File: src/rtl/jtc_pkg.sv
// Shared constants and types of the test access port controller.
package jtc_pkg;

	// Instruction codes.
	localparam logic [3:0] IR_EXTEST = 4'h0;
	localparam logic [3:0] IR_SCAN_N = 4'h2;
	localparam logic [3:0] IR_SAMPLE = 4'h3;
	localparam logic [3:0] IR_RESTART = 4'h4;
	localparam logic [3:0] IR_CLAMP = 4'h5;
	localparam logic [3:0] IR_HIGHZ = 4'h7;
	localparam logic [3:0] IR_FLOAT_CLAMP = 4'h9;
	localparam logic [3:0] IR_INTEST = 4'hc;
	localparam logic [3:0] IR_IDCODE = 4'he;
	localparam logic [3:0] IR_BYPASS = 4'hf;

	// Fixed capture and reset values.
	localparam logic [3:0] IR_CAPTURE_VALUE = 4'h1;
	localparam logic [3:0] IR_RESET_VALUE = IR_IDCODE;
	localparam logic [4:0] SEL_CAPTURE_VALUE = 5'h10;
	localparam logic [4:0] SEL_RESET_VALUE = 5'h03;
	localparam logic [4:0] CHAIN_PRODUCTION = 5'h00;
	localparam logic [4:0] CHAIN_BOUNDARY = 5'h03;
	localparam logic [4:0] CHAIN_EXTERNAL_FIRST = 5'h10;

	// Buffer of the serial output stream.
	localparam int TDO_FIFO_DEPTH = 8;
	localparam int TDO_FIFO_WIDTH = 2;

	// Synchronised pins: trst_n, return data, tdi, tms, tck.
	localparam int SYNC_WIDTH = 5;
	localparam logic [4:0] SYNC_RESET_VALUE = 5'h00;

	// Controller state numbers shown on the state output.
	localparam logic [3:0] NUM_EXIT2_DR = 4'h0;
	localparam logic [3:0] NUM_EXIT1_DR = 4'h1;
	localparam logic [3:0] NUM_SHIFT_DR = 4'h2;
	localparam logic [3:0] NUM_PAUSE_DR = 4'h3;
	localparam logic [3:0] NUM_SELECT_IR = 4'h4;
	localparam logic [3:0] NUM_UPDATE_DR = 4'h5;
	localparam logic [3:0] NUM_CAPTURE_DR = 4'h6;
	localparam logic [3:0] NUM_SELECT_DR = 4'h7;
	localparam logic [3:0] NUM_EXIT2_IR = 4'h8;
	localparam logic [3:0] NUM_EXIT1_IR = 4'h9;
	localparam logic [3:0] NUM_SHIFT_IR = 4'ha;
	localparam logic [3:0] NUM_PAUSE_IR = 4'hb;
	localparam logic [3:0] NUM_IDLE = 4'hc;
	localparam logic [3:0] NUM_UPDATE_IR = 4'hd;
	localparam logic [3:0] NUM_CAPTURE_IR = 4'he;
	localparam logic [3:0] NUM_RESET = 4'hf;

	typedef enum logic [3:0] {
		ST_RESET, ST_IDLE, ST_SELECT_DR, ST_CAPTURE_DR, ST_SHIFT_DR,
		ST_EXIT1_DR, ST_PAUSE_DR, ST_EXIT2_DR, ST_UPDATE_DR,
		ST_SELECT_IR, ST_CAPTURE_IR, ST_SHIFT_IR, ST_EXIT1_IR,
		ST_PAUSE_IR, ST_EXIT2_IR, ST_UPDATE_IR
	} jtc_tap_state_e;

	typedef enum logic [1:0] {
		PATH_BYPASS, PATH_ID, PATH_SELECT, PATH_CHAIN
	} jtc_path_e;

endpackage : jtc_pkg

File: src/rtl/jtc_sync.sv
// Three-stage pin synchroniser that passes a change once stages agree.
`timescale 1ns/1ps
`default_nettype none
module jtc_sync #(
	parameter int WIDTH = 5,
	parameter logic [WIDTH-1:0] RESET_VALUE = '0
) (
	// Clock and reset.
	input wire logic i_core_clk,
	input wire logic i_reset_n,
	// Pins and filtered levels.
	input wire logic [WIDTH-1:0] i_pins,
	output logic [WIDTH-1:0] o_levels
);

	typedef struct packed {
		logic [WIDTH-1:0] stage1;
		logic [WIDTH-1:0] stage2;
		logic [WIDTH-1:0] stage3;
		logic [WIDTH-1:0] level;
	} jtc_sync_s;

	localparam jtc_sync_s RESET_STATE = '{
		stage1: RESET_VALUE, stage2: RESET_VALUE,
		stage3: RESET_VALUE, level: RESET_VALUE};

	jtc_sync_s sync_reg;
	jtc_sync_s sync_next;

	generate
		if (WIDTH < 1)
		begin : g_bad_width
			$error("jtc_sync WIDTH must be at least one");
		end
	endgenerate

	always_comb
	begin
		sync_next = sync_reg;
		sync_next.stage1 = i_pins;
		sync_next.stage2 = sync_reg.stage1;
		sync_next.stage3 = sync_reg.stage2;
		for (int b = 0; b < WIDTH; b++)
		begin
			if (sync_reg.stage2[b] == sync_reg.stage3[b])
			begin
				sync_next.level[b] = sync_reg.stage3[b];
			end
		end
	end

	always_ff @(posedge i_core_clk or negedge i_reset_n)
	begin
		if (!i_reset_n)
		begin
			sync_reg <= RESET_STATE;
		end
		else
		begin
			sync_reg <= sync_next;
		end
	end

	assign o_levels = sync_reg.level;

endmodule : jtc_sync
`default_nettype wire

File: src/rtl/jtc_fifo.sv
// Small synchronous FIFO with valid and ready on both sides.
`timescale 1ns/1ps
`default_nettype none
module jtc_fifo #(
	parameter int WIDTH = 2,
	parameter int DEPTH = 8
) (
	// Clock, reset and flush.
	input wire logic i_core_clk,
	input wire logic i_reset_n,
	input wire logic i_clear,
	// Write side.
	input wire logic i_wr_valid,
	input wire logic [WIDTH-1:0] i_wr_data,
	output logic o_wr_ready,
	// Read side.
	output logic o_rd_valid,
	output logic [WIDTH-1:0] o_rd_data,
	input wire logic i_rd_ready
);

	localparam int AW = $clog2(DEPTH);

	typedef struct packed {
		logic [DEPTH-1:0][WIDTH-1:0] mem;
		logic [AW:0] wr_ptr;
		logic [AW:0] rd_ptr;
	} jtc_fifo_s;

	jtc_fifo_s fifo_reg;
	jtc_fifo_s fifo_next;
	logic full;
	logic empty;

	generate
		if (DEPTH < 2 || (1 << AW) != DEPTH || WIDTH < 1)
		begin : g_bad_shape
			$error("jtc_fifo DEPTH must be a power of two, WIDTH >= 1");
		end
	endgenerate

	assign empty = (fifo_reg.wr_ptr == fifo_reg.rd_ptr);
	assign full = (fifo_reg.wr_ptr[AW] != fifo_reg.rd_ptr[AW]) &&
		(fifo_reg.wr_ptr[AW-1:0] == fifo_reg.rd_ptr[AW-1:0]);

	always_comb
	begin
		fifo_next = fifo_reg;
		if (i_clear)
		begin
			fifo_next.rd_ptr = fifo_reg.wr_ptr;
		end
		else
		begin
			if (i_wr_valid && !full)
			begin
				fifo_next.mem[fifo_reg.wr_ptr[AW-1:0]] = i_wr_data;
				fifo_next.wr_ptr = fifo_reg.wr_ptr + 1'b1;
			end
			if (i_rd_ready && !empty)
			begin
				fifo_next.rd_ptr = fifo_reg.rd_ptr + 1'b1;
			end
		end
	end

	always_ff @(posedge i_core_clk or negedge i_reset_n)
	begin
		if (!i_reset_n)
		begin
			fifo_reg <= '0;
		end
		else
		begin
			fifo_reg <= fifo_next;
		end
	end

	assign o_wr_ready = !full;
	assign o_rd_valid = !empty;
	assign o_rd_data = fifo_reg.mem[fifo_reg.rd_ptr[AW-1:0]];

endmodule : jtc_fifo
`default_nettype wire

File: src/rtl/jtc_tap_scan_control.sv
// Test access port controller with instruction decode and chain select.
//
// Function
// - Chain select addresses 32 chains; 3 and 16-31 use the external path.
// - The current controller state number appears on a 4-bit output.
// - Test reset acts with no test clock edge at all.
// - Reset puts the boundary cells in system mode.
// - Reset makes the identification instruction current.
// - Instruction register is four bits, captures 0001, no parity.
// - Unassigned instruction codes behave exactly like bypass.
// - Inputs sampled at rising test clock; output changes at falling.
// - External test: chain in test mode, shifted data applied at update.
// - Chain select captures 10000; update selects the chain until next.
// - Select register is five bits; chain 3 selected after reset.
// - Internal test: chain in test mode, capture then shift.
// - Identification: 32-bit code captured and shifted, update no effect.
// - Bypass: one bit, captures zero, delays data one test clock.
// - Clamp: bypass path, outputs held from chain; probe uses chain 0.
// - High-impedance with chain 0 floats outputs, raises indicator.
// - Float clamp with chain 0 disables outputs, data from cells.
// - Sample/preload keeps normal mode; shifted data only fills preload.
// - The selected chain number appears on a 5-bit output.
// - Restart behaves as bypass; pulse on entering run-test/idle.
`timescale 1ns/1ps
`default_nettype none
module jtc_tap_scan_control #(
	// Identification code; the value is arbitrary.
	parameter logic [31:0] ID_CODE = 32'h0000_0001,
	parameter int FIFO_DEPTH = jtc_pkg::TDO_FIFO_DEPTH
) (
	// Core clock and reset.
	input wire logic i_core_clk,
	input wire logic i_reset_n,
	// Test port pins from the probe.
	input wire logic i_tck,
	input wire logic i_tms,
	input wire logic i_tdi,
	input wire logic i_trst_n,
	// Test port serial output.
	output logic o_tdo,
	output logic o_tdo_en,
	// Controller status.
	output logic [3:0] o_tap_state_number,
	output logic [3:0] o_instruction,
	output logic [4:0] o_selected_chain_number,
	// Scan chain serial path.
	output logic o_scan_out,
	input wire logic i_scan_return,
	// Scan cell control.
	output logic o_chain_capture,
	output logic o_chain_shift,
	output logic o_chain_update,
	output logic o_cells_test_mode,
	output logic o_clamp_outputs,
	output logic o_highz,
	output logic o_float_clamp_instruction,
	output logic o_restart
);

	typedef struct packed {
		jtc_pkg::jtc_tap_state_e tap_state;
		logic [3:0] state_number;
		logic [3:0] ir_shift;
		logic [3:0] instruction;
		logic [4:0] select_shift;
		logic [4:0] chain;
		logic [31:0] dr_shift;
		logic tck_prev;
		logic rise_pending;
		logic tms_held;
		logic tdi_held;
		logic ret_held;
		logic push_valid;
		logic [1:0] push_data;
		logic tdo;
		logic tdo_en;
		logic scan_out;
		logic chain_capture;
		logic chain_shift;
		logic chain_update;
		logic cells_test_mode;
		logic clamp_outputs;
		logic highz;
		logic float_clamp;
		logic restart;
	} jtc_core_s;

	localparam jtc_core_s RESET_STATE = '{
		tap_state: jtc_pkg::ST_RESET,
		state_number: jtc_pkg::NUM_RESET,
		instruction: jtc_pkg::IR_RESET_VALUE,
		chain: jtc_pkg::SEL_RESET_VALUE,
		default: '0};

	jtc_core_s core_reg;
	jtc_core_s core_next;
	logic [4:0] pins;
	logic fifo_wr_ready;
	logic fifo_rd_valid;
	logic [1:0] fifo_rd_data;
	logic fifo_rd_ready;
	logic tck_rise;
	logic tck_fall;
	logic trst_active;

	generate
		if (FIFO_DEPTH < 2)
		begin : g_bad_depth
			$error("FIFO_DEPTH must be at least two");
		end
	endgenerate

	jtc_sync #(
		.WIDTH(jtc_pkg::SYNC_WIDTH),
		.RESET_VALUE(jtc_pkg::SYNC_RESET_VALUE)
	) u_sync (
		.i_core_clk(i_core_clk),
		.i_reset_n(i_reset_n),
		.i_pins({i_trst_n, i_scan_return, i_tdi, i_tms, i_tck}),
		.o_levels(pins)
	);

	// Serial output bits wait here between rising and falling test clock.
	jtc_fifo #(
		.WIDTH(jtc_pkg::TDO_FIFO_WIDTH),
		.DEPTH(FIFO_DEPTH)
	) u_tdo_fifo (
		.i_core_clk(i_core_clk),
		.i_reset_n(i_reset_n),
		.i_clear(trst_active),
		.i_wr_valid(core_reg.push_valid),
		.i_wr_data(core_reg.push_data),
		.o_wr_ready(fifo_wr_ready),
		.o_rd_valid(fifo_rd_valid),
		.o_rd_data(fifo_rd_data),
		.i_rd_ready(fifo_rd_ready)
	);

	assign tck_rise = pins[0] && !core_reg.tck_prev;
	assign tck_fall = !pins[0] && core_reg.tck_prev;
	assign trst_active = !pins[4];
	assign fifo_rd_ready = tck_fall;

	function automatic jtc_pkg::jtc_path_e path_of(input logic [3:0] ir);
		case (ir)
			jtc_pkg::IR_EXTEST,
			jtc_pkg::IR_INTEST,
			jtc_pkg::IR_SAMPLE: path_of = jtc_pkg::PATH_CHAIN;
			jtc_pkg::IR_SCAN_N: path_of = jtc_pkg::PATH_SELECT;
			jtc_pkg::IR_IDCODE: path_of = jtc_pkg::PATH_ID;
			default: path_of = jtc_pkg::PATH_BYPASS;
		endcase
	endfunction : path_of

	function automatic jtc_pkg::jtc_tap_state_e step(
		input jtc_pkg::jtc_tap_state_e s, input logic tms);
		case (s)
			jtc_pkg::ST_RESET:
				step = tms ? jtc_pkg::ST_RESET : jtc_pkg::ST_IDLE;
			jtc_pkg::ST_IDLE:
				step = tms ? jtc_pkg::ST_SELECT_DR : jtc_pkg::ST_IDLE;
			jtc_pkg::ST_SELECT_DR:
				step = tms ? jtc_pkg::ST_SELECT_IR : jtc_pkg::ST_CAPTURE_DR;
			jtc_pkg::ST_CAPTURE_DR,
			jtc_pkg::ST_SHIFT_DR:
				step = tms ? jtc_pkg::ST_EXIT1_DR : jtc_pkg::ST_SHIFT_DR;
			jtc_pkg::ST_EXIT1_DR:
				step = tms ? jtc_pkg::ST_UPDATE_DR : jtc_pkg::ST_PAUSE_DR;
			jtc_pkg::ST_PAUSE_DR:
				step = tms ? jtc_pkg::ST_EXIT2_DR : jtc_pkg::ST_PAUSE_DR;
			jtc_pkg::ST_EXIT2_DR:
				step = tms ? jtc_pkg::ST_UPDATE_DR : jtc_pkg::ST_SHIFT_DR;
			jtc_pkg::ST_SELECT_IR:
				step = tms ? jtc_pkg::ST_RESET : jtc_pkg::ST_CAPTURE_IR;
			jtc_pkg::ST_CAPTURE_IR,
			jtc_pkg::ST_SHIFT_IR:
				step = tms ? jtc_pkg::ST_EXIT1_IR : jtc_pkg::ST_SHIFT_IR;
			jtc_pkg::ST_EXIT1_IR:
				step = tms ? jtc_pkg::ST_UPDATE_IR : jtc_pkg::ST_PAUSE_IR;
			jtc_pkg::ST_PAUSE_IR:
				step = tms ? jtc_pkg::ST_EXIT2_IR : jtc_pkg::ST_PAUSE_IR;
			jtc_pkg::ST_EXIT2_IR:
				step = tms ? jtc_pkg::ST_UPDATE_IR : jtc_pkg::ST_SHIFT_IR;
			jtc_pkg::ST_UPDATE_DR,
			jtc_pkg::ST_UPDATE_IR:
				step = tms ? jtc_pkg::ST_SELECT_DR : jtc_pkg::ST_IDLE;
			default:
				step = jtc_pkg::ST_RESET;
		endcase
	endfunction : step

	function automatic logic [3:0] number_of(
		input jtc_pkg::jtc_tap_state_e s);
		case (s)
			jtc_pkg::ST_RESET: number_of = jtc_pkg::NUM_RESET;
			jtc_pkg::ST_IDLE: number_of = jtc_pkg::NUM_IDLE;
			jtc_pkg::ST_SELECT_DR: number_of = jtc_pkg::NUM_SELECT_DR;
			jtc_pkg::ST_CAPTURE_DR: number_of = jtc_pkg::NUM_CAPTURE_DR;
			jtc_pkg::ST_SHIFT_DR: number_of = jtc_pkg::NUM_SHIFT_DR;
			jtc_pkg::ST_EXIT1_DR: number_of = jtc_pkg::NUM_EXIT1_DR;
			jtc_pkg::ST_PAUSE_DR: number_of = jtc_pkg::NUM_PAUSE_DR;
			jtc_pkg::ST_EXIT2_DR: number_of = jtc_pkg::NUM_EXIT2_DR;
			jtc_pkg::ST_UPDATE_DR: number_of = jtc_pkg::NUM_UPDATE_DR;
			jtc_pkg::ST_SELECT_IR: number_of = jtc_pkg::NUM_SELECT_IR;
			jtc_pkg::ST_CAPTURE_IR: number_of = jtc_pkg::NUM_CAPTURE_IR;
			jtc_pkg::ST_SHIFT_IR: number_of = jtc_pkg::NUM_SHIFT_IR;
			jtc_pkg::ST_EXIT1_IR: number_of = jtc_pkg::NUM_EXIT1_IR;
			jtc_pkg::ST_PAUSE_IR: number_of = jtc_pkg::NUM_PAUSE_IR;
			jtc_pkg::ST_EXIT2_IR: number_of = jtc_pkg::NUM_EXIT2_IR;
			jtc_pkg::ST_UPDATE_IR: number_of = jtc_pkg::NUM_UPDATE_IR;
			default: number_of = jtc_pkg::NUM_RESET;
		endcase
	endfunction : number_of

	always_comb
	begin
		logic tms;
		logic tdi;
		logic ret;
		logic slot_free;
		logic chain_zero;
		jtc_pkg::jtc_path_e path;
		tms = tck_rise ? pins[1] : core_reg.tms_held;
		tdi = tck_rise ? pins[2] : core_reg.tdi_held;
		ret = tck_rise ? pins[3] : core_reg.ret_held;
		slot_free = !core_reg.push_valid || fifo_wr_ready;
		path = path_of(core_reg.instruction);
		chain_zero = 1'b0;
		core_next = core_reg;
		core_next.tck_prev = pins[0];
		core_next.chain_capture = 1'b0;
		core_next.chain_shift = 1'b0;
		core_next.chain_update = 1'b0;
		core_next.restart = 1'b0;
		if (tck_rise)
		begin
			core_next.tms_held = pins[1];
			core_next.tdi_held = pins[2];
			core_next.ret_held = pins[3];
			core_next.rise_pending = 1'b1;
		end
		if (core_reg.push_valid && fifo_wr_ready)
		begin
			core_next.push_valid = 1'b0;
		end
		// A full buffer holds the edge back until room appears.
		if (core_next.rise_pending && slot_free)
		begin
			core_next.rise_pending = 1'b0;
			core_next.tap_state = step(core_reg.tap_state, tms);
			case (core_reg.tap_state)
				jtc_pkg::ST_CAPTURE_IR:
				begin
					core_next.ir_shift = jtc_pkg::IR_CAPTURE_VALUE;
				end
				jtc_pkg::ST_SHIFT_IR:
				begin
					core_next.ir_shift = {tdi, core_reg.ir_shift[3:1]};
				end
				jtc_pkg::ST_UPDATE_IR:
				begin
					core_next.instruction = core_reg.ir_shift;
				end
				jtc_pkg::ST_CAPTURE_DR:
				begin
					case (path)
						jtc_pkg::PATH_ID:
						begin
							core_next.dr_shift = ID_CODE;
						end
						jtc_pkg::PATH_SELECT:
						begin
							core_next.select_shift = jtc_pkg::SEL_CAPTURE_VALUE;
						end
						jtc_pkg::PATH_CHAIN:
						begin
							core_next.chain_capture = 1'b1;
						end
						default:
						begin
							core_next.dr_shift[0] = 1'b0;
						end
					endcase
				end
				jtc_pkg::ST_SHIFT_DR:
				begin
					case (path)
						jtc_pkg::PATH_ID:
						begin
							core_next.dr_shift = {tdi, core_reg.dr_shift[31:1]};
						end
						jtc_pkg::PATH_SELECT:
						begin
							core_next.select_shift =
								{tdi, core_reg.select_shift[4:1]};
						end
						jtc_pkg::PATH_CHAIN:
						begin
							core_next.scan_out = tdi;
							core_next.chain_shift = 1'b1;
						end
						default:
						begin
							core_next.dr_shift[0] = tdi;
						end
					endcase
				end
				jtc_pkg::ST_UPDATE_DR:
				begin
					if (path == jtc_pkg::PATH_SELECT)
					begin
						core_next.chain = core_reg.select_shift;
					end
					else if (path == jtc_pkg::PATH_CHAIN)
					begin
						core_next.chain_update = 1'b1;
					end
				end
				default:
				begin
				end
			endcase
			if (core_next.tap_state == jtc_pkg::ST_RESET)
			begin
				core_next.instruction = jtc_pkg::IR_RESET_VALUE;
				core_next.chain = jtc_pkg::SEL_RESET_VALUE;
			end
			if (core_next.tap_state == jtc_pkg::ST_IDLE &&
				core_reg.tap_state != jtc_pkg::ST_IDLE &&
				core_next.instruction == jtc_pkg::IR_RESTART)
			begin
				core_next.restart = 1'b1;
			end
			core_next.push_valid = 1'b1;
			core_next.push_data = 2'h0;
			if (core_next.tap_state == jtc_pkg::ST_SHIFT_IR)
			begin
				core_next.push_data = {1'b1, core_next.ir_shift[0]};
			end
			else if (core_next.tap_state == jtc_pkg::ST_SHIFT_DR)
			begin
				case (path)
					jtc_pkg::PATH_SELECT:
						core_next.push_data = {1'b1, core_next.select_shift[0]};
					jtc_pkg::PATH_CHAIN:
						core_next.push_data = {1'b1, ret};
					default:
						core_next.push_data = {1'b1, core_next.dr_shift[0]};
				endcase
			end
		end
		if (tck_fall && fifo_rd_valid)
		begin
			core_next.tdo_en = fifo_rd_data[1];
			core_next.tdo = fifo_rd_data[0];
		end
		// Test reset needs no test clock.
		if (trst_active)
		begin
			core_next = RESET_STATE;
			core_next.tck_prev = pins[0];
		end
		chain_zero = (core_next.chain == jtc_pkg::CHAIN_PRODUCTION);
		// Cells in system mode unless testing.
		core_next.cells_test_mode =
			(core_next.instruction == jtc_pkg::IR_EXTEST) ||
			(core_next.instruction == jtc_pkg::IR_INTEST);
		core_next.clamp_outputs =
			(core_next.instruction == jtc_pkg::IR_CLAMP) ||
			(core_next.instruction == jtc_pkg::IR_FLOAT_CLAMP && chain_zero);
		core_next.highz =
			(core_next.instruction == jtc_pkg::IR_HIGHZ) && chain_zero;
		core_next.float_clamp =
			(core_next.instruction == jtc_pkg::IR_FLOAT_CLAMP) && chain_zero;
		core_next.state_number = number_of(core_next.tap_state);
	end

	always_ff @(posedge i_core_clk or negedge i_reset_n)
	begin
		if (!i_reset_n)
		begin
			core_reg <= RESET_STATE;
		end
		else
		begin
			core_reg <= core_next;
		end
	end

	assign o_tdo = core_reg.tdo;
	assign o_tdo_en = core_reg.tdo_en;
	assign o_tap_state_number = core_reg.state_number;
	assign o_instruction = core_reg.instruction;
	assign o_selected_chain_number = core_reg.chain;
	assign o_scan_out = core_reg.scan_out;
	assign o_chain_capture = core_reg.chain_capture;
	assign o_chain_shift = core_reg.chain_shift;
	assign o_chain_update = core_reg.chain_update;
	assign o_cells_test_mode = core_reg.cells_test_mode;
	assign o_clamp_outputs = core_reg.clamp_outputs;
	assign o_highz = core_reg.highz;
	assign o_float_clamp_instruction = core_reg.float_clamp;
	assign o_restart = core_reg.restart;

endmodule : jtc_tap_scan_control
`default_nettype wire

File: config.mk
export PLATFORM = sky130hd
export DESIGN_NAME = jtc_tap_scan_control
export DESIGN_NICKNAME = d
export VERILOG_FILES = /design/src/rtl/jtc_pkg.sv /design/src/rtl/jtc_sync.sv /design/src/rtl/jtc_fifo.sv /design/src/rtl/jtc_tap_scan_control.sv
export SDC_FILE = /design/constraint.sdc
export NUM_CORES = 1
export LEC_CHECK = 0
export ABC_AREA = 1
export BUFFER_PORTS_ARGS = -buffer_cell sky130_fd_sc_hd__buf_2
export CAP_MARGIN = 10
export CORE_UTILIZATION = 44
export DETAILED_ROUTE_END_ITERATION = 12
export GPL_ROUTABILITY_DRIVEN = 0
export PLACE_DENSITY_LB_ADDON = 0.08
export SLEW_MARGIN = 30
export SYNTH_ARGS = -nofsm -noshare
export SYNTH_HDL_FRONTEND = slang
export SYNTH_SLANG_ARGS = --single-unit
File: constraint.sdc
create_clock -name i_core_clk -period 5.44 [get_ports i_core_clk]
set_input_delay 0.544 -clock i_core_clk [delete_from_list [all_inputs] [get_ports i_core_clk]]
set_output_delay 0.544 -clock i_core_clk [all_outputs]
set_load 0.05 [all_outputs]
==> results.yml, run 1 <==
run_status:
  status: "completed"
setup_path:
  path_class: "reg -> reg"
  crit_path_max_fanout: 15
  path_buf_inv: 2
  end_kind: "register"
  worstPathRequired_ns: 5.78
  crit_path_frequent_cell: "nand2_1"
  crit_family: "simple AND/OR/NAND/NOR gates"
  path_depth: 13
  rrSetupSlack_ns: 2.70
  cp.arrival_ns: 3.09
  reg2reg_depth: 13
  path_cells: "inv_1, nand2_1, nand4_1, nor2_2, nand3_2, nand2_2, inv_1, nand2_1, o21ai_1, ha_1, nand2_1, nor2_1, a21oi_1"
  crit_path_max_incr_delay_ns: 0.51
  critPathSlowestCell: "dfrtp_1"
  cp-start-kind: "register"
timing:
  finClkSkew_ns: 0.0105
  fin_crit_ns: 2.74
  fin_tns_setup_ns: 0
  rsz0062_at_grt: "no"
  drv_slew: 0
  fmax_ghz: 0.365
  slew_headroom_pct: 47.9
  worstMarginPinSlew_ns: 0.781
  finalCritPeriodShare_pct: 50.4
  setup_viol: 0
  hold_violations: 0
  fin_ws_ns: 2.70
clock_network:
  cts_resized: 0
  cts.sinks: 121
  cts_setup_buffers: 0
  root_buffer: "clkbuf_16"
  clk_latency_ns: 0.42
  hold_buffers: 0
  htree_levels: 4
  clk_pin_slew_ns: 0.05
  clockBufferDepth: 2
  cts_tree: "done"
  cts-buffers-inserted: 17
detailed_routing:
  viasPerCell: 4.96
  wl_per_cell_um: 13.4
  ant_nets: 0
  drt_pass1_iterations: 4
  vias: 4378
  drt_wl_total_mm: 11.9
  drcViolationCount: 0
  first_iter_violations: 370
layout:
  largest_register_ff_count: 53
  diodes: 0
  nets: 710
  seq_area_um2: 3040
  syn2layout_area_growth_pct: 14.4
  final_cells: 882
  n_fill_cell: 1201
  stdcell_area_um2: 6520
  multi_input_area_um2: 2140
  layout-drive-gt1-share_pct: 15.1
place:
  dp_cells: 850
  dpl_cell_area_um2: 5910
  io_buffers: 30
  dp_slack_ns: 2.69
  place_hpwl_mm: 8.20
synth:
  syn_inst: 675
  synth_compound_area_share_pct: 11.5
  synth_fa_ha_area_share_pct: 2.20
  ys.warnings.count: 0
  synth.area.mux_share_pct: 0.176
  syn-num-nets: 688
  synth-simple-area-share_pct: 23.2
  ys_types: 38
  ys_seq_elements: 121
  synth_top_family_by_area: "simple AND/OR/NAND/NOR gates"
  synth_xor_area_share_pct: 0.615
  yosysSeqAreaShare_pct: 53.3
  synth.avg_cell_area_um2: 8.44
  synth_area_um2: 5700
global_route:
  track_usage_pct: 19.5
  grt_max_degree: 88
  antenna_found_initial: 0
  overflow: 0
  first_global_vias: 4170
  grt_first_pass_wirelength_mm: 19.9
floorplan:
  core_um2: 12600
  initial_core_util_pct: 45.2
  io_pins: 31
  fp.dieW_um: 116
  die_area_um2: 13400
  die_h_um: 116
  row_count: 41
power_and_ir_drop:
  p_leak_nw: 3.21
  p_per_area_nw_per_um2: 383
  ir_drop_mv: 0.220
hold_path:
  hold_path.class: "in -> async"
run:
  cap_violations: 0
[stage by stage]
step / util, % / power (mW) / hold slack [ns]
final: 51.7 / 2.49 / 0.176
after floorplan: - / 1.28 / 0.248
after CTS: 51.7 / 2.52 / 0.208
after global placement: 46.8 / 1.36 / 0.333
after detailed placement: 46.8 / 1.36 / 0.339
after global routing: 51.7 / 2.62 / 0.212
[layout by cell type, fill, tap and decap left out, drive strengths merged, types with 2 or more instances in the layout]
cell type,count
a21oi,13
a31oi,3
buf,33
bufinv,3
clkbuf,19
clkinv,3
clkinvlp,5
dfrtp,112
dfstp,9
ha,6
inv,90
maj3,5
nand2,179
nand3,48
nand4,2
nor2,71
nor3,4
o21ai,67
o221ai,7
o22ai,10
o31ai,8
or2,2
xor2,4
[power breakdown]
group	switching, mW	internal [mW]	total [mW]
combinational	0.243	0.0992	0.342
sequential	0.0563	0.951	1.01
clock	0.411	0.735	1.15
total	0.710	1.78	2.49
[final cells by class]
class / instances / area share, %
tap: 172 / 3.30
clock buffer: 19 / 6.79
timing repair buffer: 33 / 2.74
sequential: 121 / 46.6
multi-input combinational: 436 / 32.9
clock inverter: 13 / 2.57
inverter: 88 / 5.07
[worst register-to-register path, stage by stage (launching register included)]
cell     delay, ns
dfrtp_1       0.51
inv_1         0.22
nand2_1       0.10
nand4_1       0.11
nor2_2        0.16
nand3_2       0.12
nand2_2       0.28
inv_1         0.27
nand2_1       0.11
o21ai_1       0.20
ha_1          0.35
nand2_1       0.06
nor2_1        0.04
a21oi_1       0.12
[logic make-up after synthesis]
logic type	after synthesis
flip-flops	121
adder cells (fa/ha/maj)	11
buffers and inverters	118
XOR/XNOR	4
AO/OA/AOI/OAI	112
multiplexers	1
AND/OR/NAND/NOR	308
[routing by layer]
metal / vias up / wire, µm / share of wire [%] / global-route usage (%)
li1: 2200 / - / - / -
met1: 2086 / 5790 / 49 / 26.7
met2: 75 / 5400 / 46 / 29.0
met3: 17 / 458 / 3.9 / 5.23
met4: 0 / 210 / 1.8 / 8.80
met5: - / 0 / 0 / 0
[worst paths after layout]
check	startpoint	end
max reg2reg	u_tdo_fifo.fifo_reg[0]	o_tap_state_number[0]
min reg2reg	u_sync.sync_next[10]	u_sync.sync_next[5]
min	i_reset_n	o_tdo
min in group i_core_clk	i_tck	u_sync.sync_next[10]
max	u_tdo_fifo.fifo_reg[0]	o_tap_state_number[0]
max in group asynchronous	i_reset_n	o_tap_state_number[3]
[cell usage after synthesis]
| cell | number | share of area, % |
|---|---|---|
| nor3b_1 | 1 | 0.13 |
| o21bai_1 | 1 | 0.13 |
| dfstp_2 | 9 | 4.1 |
| maj3_1 | 5 | 0.88 |
| nand3_1 | 42 | 3.7 |
| nand3_2 | 6 | 1.1 |
| dfrtp_1 | 112 | 49 |
| ha_1 | 6 | 1.3 |
| nor4_1 | 1 | 0.11 |
| inv_1 | 84 | 5.5 |
| o31ai_1 | 8 | 1.1 |
| o21ai_1 | 7 | 0.61 |
| nand2_1 | 169 | 11 |
| o221ai_1 | 7 | 1.1 |
| buf_6 | 2 | 0.40 |
| clkbuf_1 | 8 | 0.53 |
| buf_2 | 7 | 0.61 |
| o21ai_0 | 60 | 5.3 |
| o22ai_2 | 1 | 0.22 |
| nor2_1 | 60 | 4.0 |
| xor2_1 | 4 | 0.61 |
| a31oi_1 | 3 | 0.33 |
| a21oi_1 | 12 | 1.1 |
| or2_1 | 1 | 0.11 |
| inv_2 | 3 | 0.20 |
| nor3_1 | 4 | 0.35 |
| a21boi_2 | 1 | 0.20 |
| nand2_2 | 10 | 1.1 |
| buf_4 | 13 | 1.7 |
| nand4_1 | 2 | 0.22 |
| o22ai_1 | 9 | 0.99 |
| nor2_2 | 11 | 1.2 |
| a21oi_4 | 1 | 0.29 |
| mux2i_1 | 1 | 0.18 |
| or2_2 | 1 | 0.11 |
| o211ai_1 | 1 | 0.13 |
| clkinv_1 | 1 | 0.066 |
| a22oi_1 | 1 | 0.13 |
(Power assumes the default switching activity.)
==> run 2, diff against run 1 <==
clock period = 2.43 ns   (was 5.44 ns; I/O delays follow)
==> results.yml, run 2 (synthesized netlist as in run 1, its figures left out) <==
clock_network:
  clockBufferDepth: 2
  cts-buffers-inserted: 17
  cts.sinks: 121
  htree_levels: 4
  cts_tree: "done"
  clk_pin_slew_ns: 0.06
  root_buffer: "clkbuf_16"
  clk_latency_ns: 0.41
setup_path:
  path_buf_inv: 3
  crit_path_max_fanout: 7
  cp-start-kind: "register"
  critPathSlowestCell: "dfrtp_2"
  crit_family: "simple AND/OR/NAND/NOR gates"
  crit_path_max_incr_delay_ns: 0.42
  cp.arrival_ns: 2.58
  crit_path_frequent_cell: "nand2_1"
  path_class: "reg -> reg"
  worstPathRequired_ns: 2.77
  end_kind: "register"
  path_cells: "inv_1, nor2_1, nand2_1, o21ai_0, nor2_1, nand2_1, nor2_4, inv_1, nand2_1, o21ai_1, buf_4, ha_1, nand2_1, nor2_1, a21oi_1"
layout:
  syn2layout_area_growth_pct: 17.9
  stdcell_area_um2: 6720
  final_cells: 901
  layout-drive-gt1-share_pct: 17.4
  largest_register_ff_count: 53
  mostFrequentLayoutCell: "nand2_1"
  diodes: 0
  finalCoreUtilization_pct: 53.3
  mostFrequentLayoutCells: "nand2_1 (167), dfrtp_1 (110), inv_1 (84)"
  nets: 729
detailed_routing:
  vias: 4471
  viasPerCell: 4.96
  drcViolationCount: 0
  drt_wl_total_mm: 12.2
  wl_per_cell_um: 13.6
  drt_pass1_iterations: 5
  first_iter_violations: 377
  ant_nets: 0
floorplan:
  initial_core_util_pct: 45.2
  die_area_um2: 13400
  fp.dieW_um: 116
  io_pins: 31
  core_um2: 12600
  row_count: 41
  die_h_um: 116
timing:
  hold_violations: 0
  slew_headroom_pct: 55.8
  worstMarginPinSlew_ns: 0.663
  fin_crit_ns: 2.24
  finClkSkew_ns: 0.00741
  setup_viol: 0
  finalCritPeriodShare_pct: 92.2
  drv_slew: 0
  fin_tns_setup_ns: 0
  fmax_ghz: 0.446
global_route:
  track_usage_pct: 20.0
  grt_first_pass_wirelength_mm: 20.6
  overflow: 0
  grt_max_degree: 53
  antenna_found_initial: 0
  first_global_vias: 4302
place:
  io_buffers: 30
  dpl_cell_area_um2: 6010
  place_hpwl_mm: 8.51
  dp_cells: 862
power_and_ir_drop:
  p_leak_nw: 3.32
  p_per_area_nw_per_um2: 850
  power_mw: 5.71
  ir_drop_mv: 0.504
run_status:
  status: "completed"
hold_path:
  hold_path.class: "reg -> reg"
run:
  cap_violations: 0
## run 2: cell types whose count changed in the layout (fill, tap and decap cells not counted), moves of 2 or more
cell / change
buf_4: +13
clkinvlp_4: -2
dfrtp_1: -2
dfrtp_2: +2
dlygate4sd3_1: +6
inv_6: +2
nand2_1: -2
## run 2: through the flow
| stage | hold slack [ns] | worst slack (ns) |
|---|---|---|
| after floorplan | -0.0526 | 0.239 |
| after global placement | 0.318 | 0.148 |
| after detailed placement | 0.320 | 0.0934 |
| after CTS | 0.355 | 0.0906 |
| after global routing | 0.363 | -0.0208 |
| final | 0.351 | 0.189 |
## run 2: worst reg2reg max path, stage by stage, from the launching register on
cell	delay, ns
dfrtp_2	0.42
inv_1	0.09
nor2_1	0.26
nand2_1	0.15
o21ai_0	0.12
nor2_1	0.08
nand2_1	0.10
nor2_4	0.06
inv_1	0.08
nand2_1	0.06
o21ai_1	0.10
buf_4	0.18
ha_1	0.23
nand2_1	0.06
nor2_1	0.04
a21oi_1	0.13
## run 2: worst paths after layout
check / end / depth (start not counted) / slack [ns] / from
max in group asynchronous: o_selected_chain_number[1] / 3 / 1.20 / i_reset_n
min: u_sync.sync_next[6] / 0 / 0.35 / u_sync.sync_next[11]
min in group asynchronous: o_tdo_en / 2 / 0.41 / i_reset_n
min reg2reg: u_sync.sync_next[6] / 0 / 0.35 / u_sync.sync_next[11]
max: o_tap_state_number[0] / 15 / 0.19 / core_reg[74]
max reg2reg: o_tap_state_number[0] / 15 / 0.19 / core_reg[74]
## run 2: power breakdown
| group | switching, mW | internal [mW] |
|---|---|---|
| Sequential | 0.102 | 2.13 |
| Combinational | 0.592 | 0.278 |
| Clock | 0.973 | 1.64 |
## run 2: layout make-up
| class | count | area, µm² |
|---|---|---|
| fillers | 1210 | 5900 |
| flip-flops and latches | 121 | 3040 |
| multi-input cells | 436 | 2170 |
| clock buffers | 17 | 425 |
| repair buffers | 52 | 345 |
| inverters | 88 | 330 |
| well taps | 172 | 215 |
| clock inverters | 15 | 190 |
## run 2: per-layer routing
layer	track usage, %	up-vias	wire (µm)
met5	0	-	0
met1	27.1	2147	5880
met4	6.92	0	202
met3	5.39	16	499
met2	31.0	74	5660
li1	-	2234	-
## run 2: repair_timing
item,in CTS,in global routing
setup buffers,0,1
hold buffers,6,0
gates resized for setup,0,9
endpoints found under the setup margin,0,5
hold endpoints to repair,54,0
==> run 3, diff against run 2 <==
ABC_AREA = 0   (was 1)
==> results.yml, run 3 <==
timing:
  fin_crit_ns: 2.31
  fmax_ghz: 0.433
  worstMarginPinSlew_ns: 0.580
  finalCritPeriodShare_pct: 95.1
  fin_ws_ns: 0.119
  fin_tns_setup_ns: 0
  slew_headroom_pct: 61.3
  finClkSkew_ns: 0.00686
  hold_violations: 0
  holdWs_ns: 0.347
  setup_viol: 0
  drv_slew: 0
floorplan:
  row_count: 40
  die_h_um: 115
  die_area_um2: 13200
  fp.dieW_um: 115
  core_um2: 12200
  io_pins: 31
  initial_core_util_pct: 45.8
power_and_ir_drop:
  pwr-share-comb_pct: 16.9
  swShare_pct: 27.6
  clock_power_share_pct: 43.2
  p_leak_nw: 3.00
  power_mw: 5.57
  internal-power_mw: 4.04
  switchingPower_mw: 1.54
  ir_drop_mv: 0.497
  p_per_area_nw_per_um2: 836
  seqPwrFrac_pct: 39.9
setup_path:
  path_class: "reg -> reg"
  cp.arrival_ns: 2.61
  critPathSlowestCell: "dfstp_2"
  path_depth: 7
  reg2reg_to: "o_highz"
  crit_family: "simple AND/OR/NAND/NOR gates"
  crit_path_max_incr_delay_ns: 0.61
  end_kind: "register"
  startpoint: "o_instruction[1]"
  cp-start-kind: "register"
  worstPathRequired_ns: 2.73
  path_buf_inv: 0
  path_cells: "nand2b_4, or3_1, nor4_4, nand2_1, o22ai_2, o2111ai_2, nor4_1"
  r2r-start: "o_instruction[1]"
  crit_path_max_fanout: 7
  cp-endpoint: "o_highz"
  rrSetupSlack_ns: 0.12
  reg2reg_depth: 7
global_route:
  overflow: 0
  track_usage_pct: 20.1
  antenna_found_initial: 0
  grt_first_pass_wirelength_mm: 20.0
  grt_max_degree: 44
  first_global_vias: 3854
layout:
  n_fill_cell: 1063
  finalCoreUtilization_pct: 54.6
  diodes: 0
  final_cells: 698
  mostFrequentLayoutCells: "dfrtp_1 (111), nor2_1 (40), a22o_1 (38)"
  syn2layout_area_growth_pct: 19.1
  largest_register_ff_count: 53
  layout-drive-gt1-share_pct: 29.1
  nets: 531
  mostFrequentLayoutCell: "dfrtp_1"
  stdcell_area_um2: 6670
place:
  dpl_cell_area_um2: 6010
  dp_slack_ns: 0.0768
  dp_cells: 661
  io_buffers: 30
  place_hpwl_mm: 8.09
clock_network:
  clk_latency_ns: 0.42
  cts.sinks: 121
  cts_tree: "done"
  clk_pin_slew_ns: 0.05
  htree_levels: 4
  root_buffer: "clkbuf_16"
  cts-buffers-inserted: 17
  clockBufferDepth: 2
detailed_routing:
  wl_per_cell_um: 16.7
  drt_pass1_iterations: 4
  drcViolationCount: 0
  first_iter_violations: 276
  viasPerCell: 5.45
  vias: 3803
  ant_nets: 0
  drt_wl_total_mm: 11.7
synth:
  syn-num-nets: 484
  synth-edff-count: 0
  ys.flop_type: "dfrtp_1"
  async_flop_share_pct: 100
  ys_seq_elements: 121
  synth_top_area_share_pct: 50.1
  ys_types: 76
  yosysSeqAreaShare_pct: 54.3
  synth_area_um2: 5600
  synth.avg_cell_area_um2: 11.9
  synthTopCellsByCount: "dfrtp_1 (112), nor2_1 (40), a22o_1 (38), nand2_1 (22), a21oi_1 (19)"
  synth_largest_area_cell: "dfrtp_1"
  syn_inst: 471
  yosys.cell_count.top_type: "dfrtp_1"
  ys.warnings.count: 0
  synth_area_leaders: "dfrtp_1 (50%), a22o_1 (5.9%), dfstp_2 (4.2%)"
hold_path:
  hold_path_depth: 0
  hold_path.class: "reg -> reg"
run:
  cap_violations: 0
run_status:
  status: "completed"
==> run 3: changes by cell type after synthesis, moves of 10 or more <==
| cell | delta |
|---|---|
| a22o_1 | +38 |
| o21ai_0 | -54 |
| nor2_1 | -20 |
| mux2_2 | +18 |
| inv_1 | -75 |
| nor2_2 | -11 |
| nand2_1 | -147 |
| nand2_2 | -10 |
| nand3_1 | -36 |
==> run 3: cell families (layout without fill, tap and decap cells) <==
group,Yosys count,in the layout,share of synthesized area [%]
AOI/OAI and AO/OA,121,121,17.2
xor gates and xnor gates,11,11,1.99
adders and majority gates,11,11,2.24
buffers and inverters,51,110,5.07
DFF,121,121,54.3
muxes,28,28,6.33
and+or+nand+nor,128,128,12.9
==> run 3: layer usage <==
layer	global-route usage [%]	vias to the layer above	part of all wire, %
li1	-	1824	-
met1	26.7	1896	47
met2	31.4	71	48
met3	5.85	12	3.5
met4	7.27	0	1.4
met5	0	-	0
==> run 3: timing repair <==
action                                  CTS  global route
setup buffers                             0             0
endpoints found under the setup margin    0             5
hold buffers                              6             0
resized for setup                         0             8
hold endpoints to repair                 46             0
==> run 3: power by group through the flow <==
stage	logic (mW)	clock network (mW)	registers (mW)
floorplan	0.680	0	2.25
finish	0.944	2.41	2.22
detailed placement	0.933	0	2.25
global placement	0.925	0	2.25
global route	1.05	2.55	2.24
CTS	0.944	2.46	2.22
==> run 3: worst min path at each step <==
stage / start / to / slack, ns
3_5_place_dp: i_reset_n / core_reg[27] / 0.29
6_report: u_sync.sync_next[12] / u_sync.sync_next[7] / 0.35
3_3_place_gp: i_reset_n / core_reg[26] / 0.27
4_1_cts: u_sync.sync_next[12] / u_sync.sync_next[7] / 0.35
5_1_grt: u_sync.sync_next[12] / u_sync.sync_next[7] / 0.35
2_1_floorplan: i_reset_n / core_reg[11] / -0.05
==> run 3: final cells by class <==
cell class / count / area, µm² / area share [%]
Sequential cell: 121 / 3040 / 45.6
Clock inverter: 13 / 129 / 1.93
Clock buffer: 18 / 439 / 6.59
Tap cell: 168 / 210 / 3.15
Multi-Input combinational cell: 299 / 2310 / 34.7
Inverter: 10 / 37.5 / 0.563
Timing Repair Buffer: 69 / 498 / 7.47
